$ cat config.mk
export PLATFORM = sky130hd
export DESIGN_NAME = asr_host
export DESIGN_NICKNAME = d
export VERILOG_FILES = /design/src/pkg/asr_pkg.sv /design/src/hw/asr_sync.sv /design/src/hw/asr_host.sv
export VERILOG_INCLUDE_DIRS = /design/src /design/src/pkg
export SDC_FILE = /design/constraint.sdc
export NUM_CORES = 1
export LEC_CHECK = 0
export BUFFER_PORTS_ARGS = -buffer_cell sky130_fd_sc_hd__buf_2
export CORE_MARGIN = 4
export CORE_UTILIZATION = 54
export CTS_CLUSTER_DIAMETER = 150
export DETAILED_ROUTE_END_ITERATION = 10
export GPL_ROUTABILITY_DRIVEN = 0
export PLACE_DENSITY_LB_ADDON = 0.12
export SLEW_MARGIN = 20
export SYNTH_ARGS = -nofsm -noshare
export SYNTH_HDL_FRONTEND = slang
export SYNTH_SLANG_ARGS = --single-unit
$ cat constraint.sdc
create_clock -name clk -period 2.6 [get_ports clk]
set_input_delay 0.13 -clock clk [delete_from_list [all_inputs] [get_ports clk]]
set_output_delay 0.13 -clock clk [all_outputs]
set_load 0.02 [all_outputs]
$ cat src/pkg/asr_defines.svh
// timing counts and field widths for the static ram host controller
`ifndef ASR_DEFINES_SVH
`define ASR_DEFINES_SVH
`define ASR_ADDR_W 10
`define ASR_DATA_W 4
`define ASR_DEPTH 1024
`define ASR_CLK_PERIOD_NS 25
// slowest grade figures in ns
`define ASR_ACCESS_NS 450
`define ASR_WRITE_NS 200
`define ASR_WRITE_RELEASE_NS 0
`define ASR_OUT_RELEASE_NS 100
`define ASR_DESELECT_NS 100
// least times round up; the release time is held to at least one cycle
`define ASR_ACCESS_CYC ((`ASR_ACCESS_NS + `ASR_CLK_PERIOD_NS - 1) / `ASR_CLK_PERIOD_NS)
`define ASR_WRITE_CYC ((`ASR_WRITE_NS + `ASR_CLK_PERIOD_NS - 1) / `ASR_CLK_PERIOD_NS)
`define ASR_REL_RAW ((`ASR_WRITE_RELEASE_NS + `ASR_CLK_PERIOD_NS - 1) / `ASR_CLK_PERIOD_NS)
`define ASR_RELEASE_CYC ((`ASR_REL_RAW < 1) ? 1 : `ASR_REL_RAW)
`define ASR_TURN_CYC ((`ASR_OUT_RELEASE_NS + `ASR_CLK_PERIOD_NS - 1) / `ASR_CLK_PERIOD_NS)
`define ASR_DESEL_CYC ((`ASR_DESELECT_NS + `ASR_CLK_PERIOD_NS - 1) / `ASR_CLK_PERIOD_NS)
`define ASR_CNT_W 6
`endif

$ cat src/pkg/asr_pkg.sv
// types for the static ram host controller
`include "asr_defines.svh"
package asr_pkg;
    typedef struct packed {
        logic write;
        logic [`ASR_ADDR_W-1:0] addr;
        logic [`ASR_DATA_W-1:0] wdata;
    } asr_req_t;
    typedef struct packed {
        logic [`ASR_ADDR_W-1:0] word_addr;
        logic select_n;
        logic write_n;
        logic [`ASR_DATA_W-1:0] data_out;
        logic data_oe;
    } asr_pins_t;
    typedef enum logic [5:0] {
        ST_IDLE = 6'h01,
        ST_TURN = 6'h02,
        ST_READ = 6'h04,
        ST_WRITE = 6'h08,
        ST_REL = 6'h10,
        ST_GAP = 6'h20
    } asr_state_t;
endpackage

$ cat src/hw/asr_sync.sv
// two flop synchroniser for the data pins read back from the memory
`timescale 1ns/1ps
`include "asr_defines.svh"
module asr_sync
    import asr_pkg::*;
(
    input wire logic clk,
    input wire logic rst,
    input wire logic [`ASR_DATA_W-1:0] d,
    output logic [`ASR_DATA_W-1:0] q
);
    logic [`ASR_DATA_W-1:0] meta_q;
    logic [`ASR_DATA_W-1:0] meta_d;
    logic [`ASR_DATA_W-1:0] q_d;

    always_comb begin
        meta_d = d;
        q_d = meta_q;
    end

    always_ff @(posedge clk or posedge rst) begin
        if (rst) begin
            meta_q <= '0;
            q <= '0;
        end else begin
            meta_q <= meta_d;
            q <= q_d;
        end
    end
endmodule

$ cat src/hw/asr_host.sv
// host side controller driving a 1024 x 4 asynchronous static ram
`timescale 1ns/1ps
`include "asr_defines.svh"
// Operation
// - The host keeps the address steady through the write and the release time after it.
// - The host holds the write strobe, select and write data for the minimum write time.
// - The host holds write data until the write strobe has risen.
// - The host spaces cycles no closer than the cycle time, equal to the access time.
module asr_host
    import asr_pkg::*;
(
    input wire logic clk,
    input wire logic rst,
    input wire logic req_valid,
    input wire asr_req_t req,
    output logic req_ready,
    output logic rsp_valid,
    output logic [`ASR_DATA_W-1:0] rsp_data,
    output logic [`ASR_ADDR_W-1:0] word_addr,
    output logic select_n,
    output logic write_n,
    output logic [`ASR_DATA_W-1:0] shared_data_pins_out,
    output logic shared_data_pins_oe,
    input wire logic [`ASR_DATA_W-1:0] shared_data_pins_in
);
    localparam logic [`ASR_CNT_W-1:0] ACCESS_CYC = `ASR_CNT_W'(`ASR_ACCESS_CYC);
    localparam logic [`ASR_CNT_W-1:0] WRITE_CYC = `ASR_CNT_W'(`ASR_WRITE_CYC);
    localparam logic [`ASR_CNT_W-1:0] RELEASE_CYC = `ASR_CNT_W'(`ASR_RELEASE_CYC);
    localparam logic [`ASR_CNT_W-1:0] TURN_CYC = `ASR_CNT_W'(`ASR_TURN_CYC);
    localparam logic [`ASR_CNT_W-1:0] DESEL_CYC = `ASR_CNT_W'(`ASR_DESEL_CYC);
    // synchroniser adds two cycles; sample that much after the access time
    localparam logic [`ASR_CNT_W-1:0] SYNC_CYC = 6'h02;

    asr_state_t state_q, state_d;
    logic [`ASR_CNT_W-1:0] cnt_q, cnt_d;
    asr_pins_t pins_q, pins_d;
    logic req_ready_q, req_ready_d;
    logic rsp_valid_q, rsp_valid_d;
    logic [`ASR_DATA_W-1:0] rsp_data_q, rsp_data_d;
    logic [`ASR_DATA_W-1:0] rd_sync;
    // cycle length of the last access, for spacing the next one
    logic [`ASR_CNT_W-1:0] used_q, used_d;

    asr_sync u_sync (
        .clk(clk),
        .rst(rst),
        .d(shared_data_pins_in),
        .q(rd_sync)
    );

    always_comb begin
        state_d = state_q;
        cnt_d = cnt_q;
        pins_d = pins_q;
        req_ready_d = 1'b0;
        rsp_valid_d = 1'b0;
        rsp_data_d = rsp_data_q;
        used_d = used_q;
        case (state_q)
            ST_IDLE: begin
                req_ready_d = 1'b1;
                if (req_valid && req_ready_q) begin
                    req_ready_d = 1'b0;
                    // address set up with the write strobe high, no write possible yet; a read drops select here
                    pins_d.word_addr = req.addr;
                    pins_d.data_out = req.wdata;
                    cnt_d = '0;
                    used_d = '0;
                    if (req.write) begin
                        // wait out any lingering read drive before we drive
                        pins_d.data_oe = 1'b0;
                        state_d = ST_TURN;
                    end else begin
                        pins_d.select_n = 1'b0;
                        pins_d.write_n = 1'b1;
                        pins_d.data_oe = 1'b0;
                        state_d = ST_READ;
                    end
                end
            end
            ST_TURN: begin
                cnt_d = cnt_q + 6'h01;
                used_d = used_q + 6'h01;
                if (cnt_q + 6'h01 >= DESEL_CYC) begin
                    pins_d.select_n = 1'b0;
                    pins_d.write_n = 1'b0;
                    cnt_d = '0;
                    state_d = ST_WRITE;
                end
            end
            ST_WRITE: begin
                cnt_d = cnt_q + 6'h01;
                used_d = used_q + 6'h01;
                // drive only after the memory has let go of the pins
                if (cnt_q + 6'h01 >= TURN_CYC) begin
                    pins_d.data_oe = 1'b1;
                end
                if (cnt_q + 6'h01 >= TURN_CYC + WRITE_CYC) begin
                    pins_d.write_n = 1'b1;
                    pins_d.select_n = 1'b1;
                    cnt_d = '0;
                    state_d = ST_REL;
                end
            end
            ST_REL: begin
                // address and data held past the strobe edge
                cnt_d = cnt_q + 6'h01;
                used_d = used_q + 6'h01;
                if (cnt_q + 6'h01 >= RELEASE_CYC) begin
                    pins_d.data_oe = 1'b0;
                    cnt_d = '0;
                    state_d = ST_GAP;
                end
            end
            ST_READ: begin
                cnt_d = cnt_q + 6'h01;
                used_d = used_q + 6'h01;
                if (cnt_q + 6'h01 >= ACCESS_CYC + SYNC_CYC) begin
                    rsp_data_d = rd_sync;
                    rsp_valid_d = 1'b1;
                    pins_d.select_n = 1'b1;
                    cnt_d = '0;
                    state_d = ST_GAP;
                end
            end
            ST_GAP: begin
                // pad to the cycle time and let the memory float its pins
                cnt_d = cnt_q + 6'h01;
                used_d = used_q + 6'h01;
                if ((used_q + 6'h01 >= ACCESS_CYC) && (cnt_q + 6'h01 >= DESEL_CYC)) begin
                    req_ready_d = 1'b1;
                    state_d = ST_IDLE;
                end
            end
            default: begin
                state_d = ST_IDLE;
                pins_d.select_n = 1'b1;
                pins_d.write_n = 1'b1;
                pins_d.data_oe = 1'b0;
            end
        endcase
    end

    always_ff @(posedge clk or posedge rst) begin
        if (rst) begin
            state_q <= ST_IDLE;
            cnt_q <= '0;
            used_q <= '0;
            pins_q.word_addr <= '0;
            pins_q.select_n <= 1'b1;
            pins_q.write_n <= 1'b1;
            pins_q.data_out <= '0;
            pins_q.data_oe <= 1'b0;
            req_ready_q <= 1'b0;
            rsp_valid_q <= 1'b0;
            rsp_data_q <= '0;
        end else begin
            state_q <= state_d;
            cnt_q <= cnt_d;
            used_q <= used_d;
            pins_q <= pins_d;
            req_ready_q <= req_ready_d;
            rsp_valid_q <= rsp_valid_d;
            rsp_data_q <= rsp_data_d;
        end
    end

    always_comb begin
        req_ready = req_ready_q;
        rsp_valid = rsp_valid_q;
        rsp_data = rsp_data_q;
        word_addr = pins_q.word_addr;
        select_n = pins_q.select_n;
        write_n = pins_q.write_n;
        shared_data_pins_out = pins_q.data_out;
        shared_data_pins_oe = pins_q.data_oe;
    end
endmodule

==> results.md <==
Outcome:
- The flow ran to the end, but the final reports show violations.
- The checks that failed: hold timing.

Worst setup path:
- The cell repeated most along the worst path is sky130_fd_sc_hd__a21oi_1.
- The worst-path maximum fanout is 9.
- On the worst path, the slowest cell contributes a delay of 0.47 ns.
- The signal on the critical path passes through ha_1, nand4b_1, a21oi_1, nor2_1, a21oi_1, mux2_2.
- The worst setup path is launched from a flop.
- The critical path launch point is cnt_q[1].
- The endpoint required time on the critical path is 2.79 ns.
- The setup path with the least slack is of type reg -> reg.
- The origin of the critical flop-to-flop path is cnt_q[1].
- STA classifies the critical path endpoint as a flop.
- For this design, the slowest cell found on the critical path is sky130_fd_sc_hd__dfrtp_1.
- Data arrives at the worst endpoint at 2.38 ns.

Final layout:
- 0 antenna diodes ended up in the layout.
- After the last flow step, the layout net total stands at 288.
- The post-layout instance count excluding filler cells is 313.
- The post-synthesis to final-layout area growth is 17.9%.
- Of the cells placed in the final design, the portion with a size suffix greater than 1 is 33.5%.
- Summing all non-filler instances in the final layout gives an area of 2740 um2.

Power:
- In this run the static leakage power is 1.31 nW.
- The design draws 0.00316 W.
- IR analysis of the VDD net gives a maximum drop of 0.000555 V.
- The power density relative to cell area is 1150 nW/um2.

Min path:
- The worst hold path belongs to the class in -> async.

GRT:
- Entering global routing, the biggest net connects 50 pins.
- The number of antenna violations at the first check in global routing is 0.
- The first global-routing pass estimated 7910 um of wire.
- After global routing the overflow that remains totals 0.
- Global routing consumed, over all layers together, 18.9% of the routing resources.
- The via count of the first global-routing pass is 1695.

STA:
- The share of the clock period used by the worst path after layout is 84.2%.
- The worst slack on hold paths is -0.0545 ns.
- The number of hold violations in the final report was 46.
- The slew at the pin with the worst max-slew slack is 0.808 ns.
- The peak clock frequency supported by timing is 0.457 GHz.
- In this run the tightest slew margin relative to its limit is 46.1%.
- The number of max-slew violations in the final report came to 0.
- The post-route setup TNS is 0 ns.
- The smallest clock period supported by the final layout is computed as 2.19 ns.
- Setup repair after global routing left no endpoint under its margin.
- The clock tree skew after final layout is 0.00419 ns.
- Setup slack closes at 0.411 ns.
- The number of setup violations in the final report is 0.

Clock network:
- The clock tree from TritonCTS is yes.
- The post-CTS setup buffer count is 0.
- The tree is rooted in a sky130_fd_sc_hd__clkbuf_8.
- The clock passes through at most 2 buffers.
- Clock-pin slew was measured on the worst setup and hold paths at 0.09 ns.
- In this run, CTS created clock tree buffers numbering 5.
- The number of hold buffers added after CTS was 4.
- In this run the number of H-tree levels came out at 2.
- For this design, the sink count on the clock tree is 49.
- The later pin in the worst-skew pair is clocked with a latency of 0.30 ns.
- After clock tree synthesis, the repair step resized 0 gates.

Place:
- The placement-stage cell area is 2610 um2.
- Once detailed placement completed, the half-perimeter wirelength came to 3430 um.
- Timing analysis after detailed placement gives a worst setup slack of 0.417 ns.
- The number of instances in the placed design is 301.
- The number of port buffers is 44.

Yosys:
- The most instantiated flip-flop cell in the synthesis netlist is sky130_fd_sc_hd__dfrtp_1.
- The number of nets in the synthesized netlist is 235.
- The sequential share of the synthesized area is 53.0%.
- The unique cell type count in the Yosys netlist is 46.
- The average footprint of a synthesized cell is 11.1 um2.
- The area of the mapped netlist is 2320 um2.
- Synthesis produced a netlist whose cell count is 209.
- The number of enable-type register cells in the synthesized netlist is 0.
- The synthesis warning total is 0.
- After synthesis the netlist holds a flip-flop and latch count of 49.
- Counting flops with an async set or reset pin after synthesis yields a share of 100%.

Die:
- The floorplan step defined a die boundary enclosing 5410 um2.
- The floorplan core area is 4090 um2.
- The floorplan step set the die width to 73.6 um.
- The number of standard-cell rows in the floorplan is 23.
- The effective utilization at floorplan is 56.8%.
- The chip height is 73.6 um.
- For this design the top-level I/O count stands at 45.

Route:
- The overall via count from detail_route is 1763.
- After detailed routing, the average wire length per cell comes to 14.9 um.
- Using the TritonRoute via totals, the vias-per-cell ratio works out to 5.63.
- The total length of routed wires is 4650 um.
- The final antenna-violating net count is 0.
- The count of TritonRoute iterations in the first routing pass is 4.
- The remaining routing DRC violations is 0.
- The iteration-0 DRC count of the detailed router is 73.

Job:
- The number of maximum-capacitance violations is 0.
## power by group
| group | internal (W) | switching [W] |
|---|---|---|
| combinational | 0.000606 | 0.000859 |
| sequential | 0.00103 | 0.000211 |
| clock | 0.000191 | 0.000256 |
## worst paths after layout
| path | cells past startpoint | to | slack (ns) |
|---|---|---|---|
| max in group asynchronous | 2 | used_q[5] | 2.17 |
| min in group clk | 2 | word_addr[8] | 0.05 |
| min | 2 | u_sync.meta_q[1] | -0.05 |
| max | 6 | rsp_data[0] | 0.41 |
| max reg2reg | 6 | rsp_data[0] | 0.41 |
| min reg2reg | 0 | u_sync.q[3] | 0.35 |
## registers in the layout (all words and copies together), names as in the netlist
register              flops
u_sync.meta_q             4
select_n                  1
word_addr                10
u_sync.q                  4
write_n                   1
shared_data_pins_out      4
state_q                   6
req_ready                 1
cnt_q                     6
rsp_valid                 1
shared_data_pins_oe       1
rsp_data                  4
used_q                    6
## routing by layer
layer  vias up  global-route usage, %  part of all wire (%)
met2        45                   29.2                    46
met5         -                      0                     0
met1       848                   26.7                    47
met4         0                   5.63                   1.6
li1        861                      -                     -
met3         9                   4.10                   4.6
## Yosys cell counts (all sizes together), types with 2 or more instances
library cell | count | area [um2]
nand3 | 15 | 75.1
xor2 | 4 | 35.0
ha | 4 | 50.1
nand4 | 2 | 12.5
xnor2 | 2 | 17.5
a211oi | 4 | 40.0
mux2 | 22 | 248
buf | 2 | 10.0
and3 | 4 | 25.0
nor2 | 12 | 45.0
nor2b | 3 | 18.8
a31oi | 2 | 12.5
clkbuf | 3 | 11.3
dfstp | 3 | 78.8
nand3b | 4 | 30.0
nand2 | 16 | 60.1
a21oi | 11 | 55.1
a21o | 2 | 15.0
o21ai | 15 | 86.3
nand2b | 3 | 18.8
dfrtp | 46 | 1150
nor3 | 5 | 41.3
o31ai | 2 | 15.0
inv | 7 | 26.3
## cells by family after synthesis
logic type                 after synthesis  share of synthesized area (%)
muxes                                   23                           11.1
AOI/OAI and AO/OA                       44                           12.9
adders and majority gates                4                           2.16
xor gates and xnor gates                 6                           2.26
buffers and inverters                   12                           2.05
DFF                                     49                           53.0
and+or+nand+nor                         71                           16.6
## layout by cell type, fill, tap and decap left out, types with 3 or more instances in the layout
cell type,count
sky130_fd_sc_hd__nand2b_1,3
sky130_fd_sc_hd__o21ai_0,8
sky130_fd_sc_hd__o21ai_2,3
sky130_fd_sc_hd__a21oi_1,11
sky130_fd_sc_hd__clkbuf_8,5
sky130_fd_sc_hd__xor2_1,4
sky130_fd_sc_hd__buf_4,3
sky130_fd_sc_hd__nand3_1,15
sky130_fd_sc_hd__dlygate4sd3_1,4
sky130_fd_sc_hd__inv_1,6
sky130_fd_sc_hd__nor3_1,3
sky130_fd_sc_hd__buf_2,44
sky130_fd_sc_hd__nor2_1,12
sky130_fd_sc_hd__mux2_2,20
sky130_fd_sc_hd__ha_1,4
sky130_fd_sc_hd__o21ai_1,4
sky130_fd_sc_hd__nand2_1,16
sky130_fd_sc_hd__dfstp_2,3
sky130_fd_sc_hd__and3_1,4
sky130_fd_sc_hd__dfrtp_1,46
sky130_fd_sc_hd__nor2b_1,3
sky130_fd_sc_hd__nand3b_1,4
## per-stage QoR
| step | hold WS (ns) | utilization [%] |
|---|---|---|
| after global placement | 0.238 | 63.7 |
| after global routing | 0.00449 | 67.0 |
| final | -0.0545 | 67.0 |
| after detailed placement | 0.240 | 63.7 |
| after floorplan | 0.161 | - |
| after CTS | 0.0492 | 66.9 |
## cell type report
type | instances | area, um2
Timing Repair Buffer | 51 | 283
Clock buffer | 5 | 68.8
Sequential cell | 49 | 1230
Tap cell | 50 | 62.6
Fill cell | 332 | 1350
Inverter | 7 | 27.5
Clock inverter | 3 | 21.3
Multi-Input combinational cell | 148 | 1040
## critical path: cells and delay by family (launching register included)
family	cells	cell delay, ns
mux	1	0.39
compound gates	2	0.60
simple gates	2	0.25
fa+ha+maj	1	0.36
flops	1	0.47
Power figures use the tool's default switching activity.
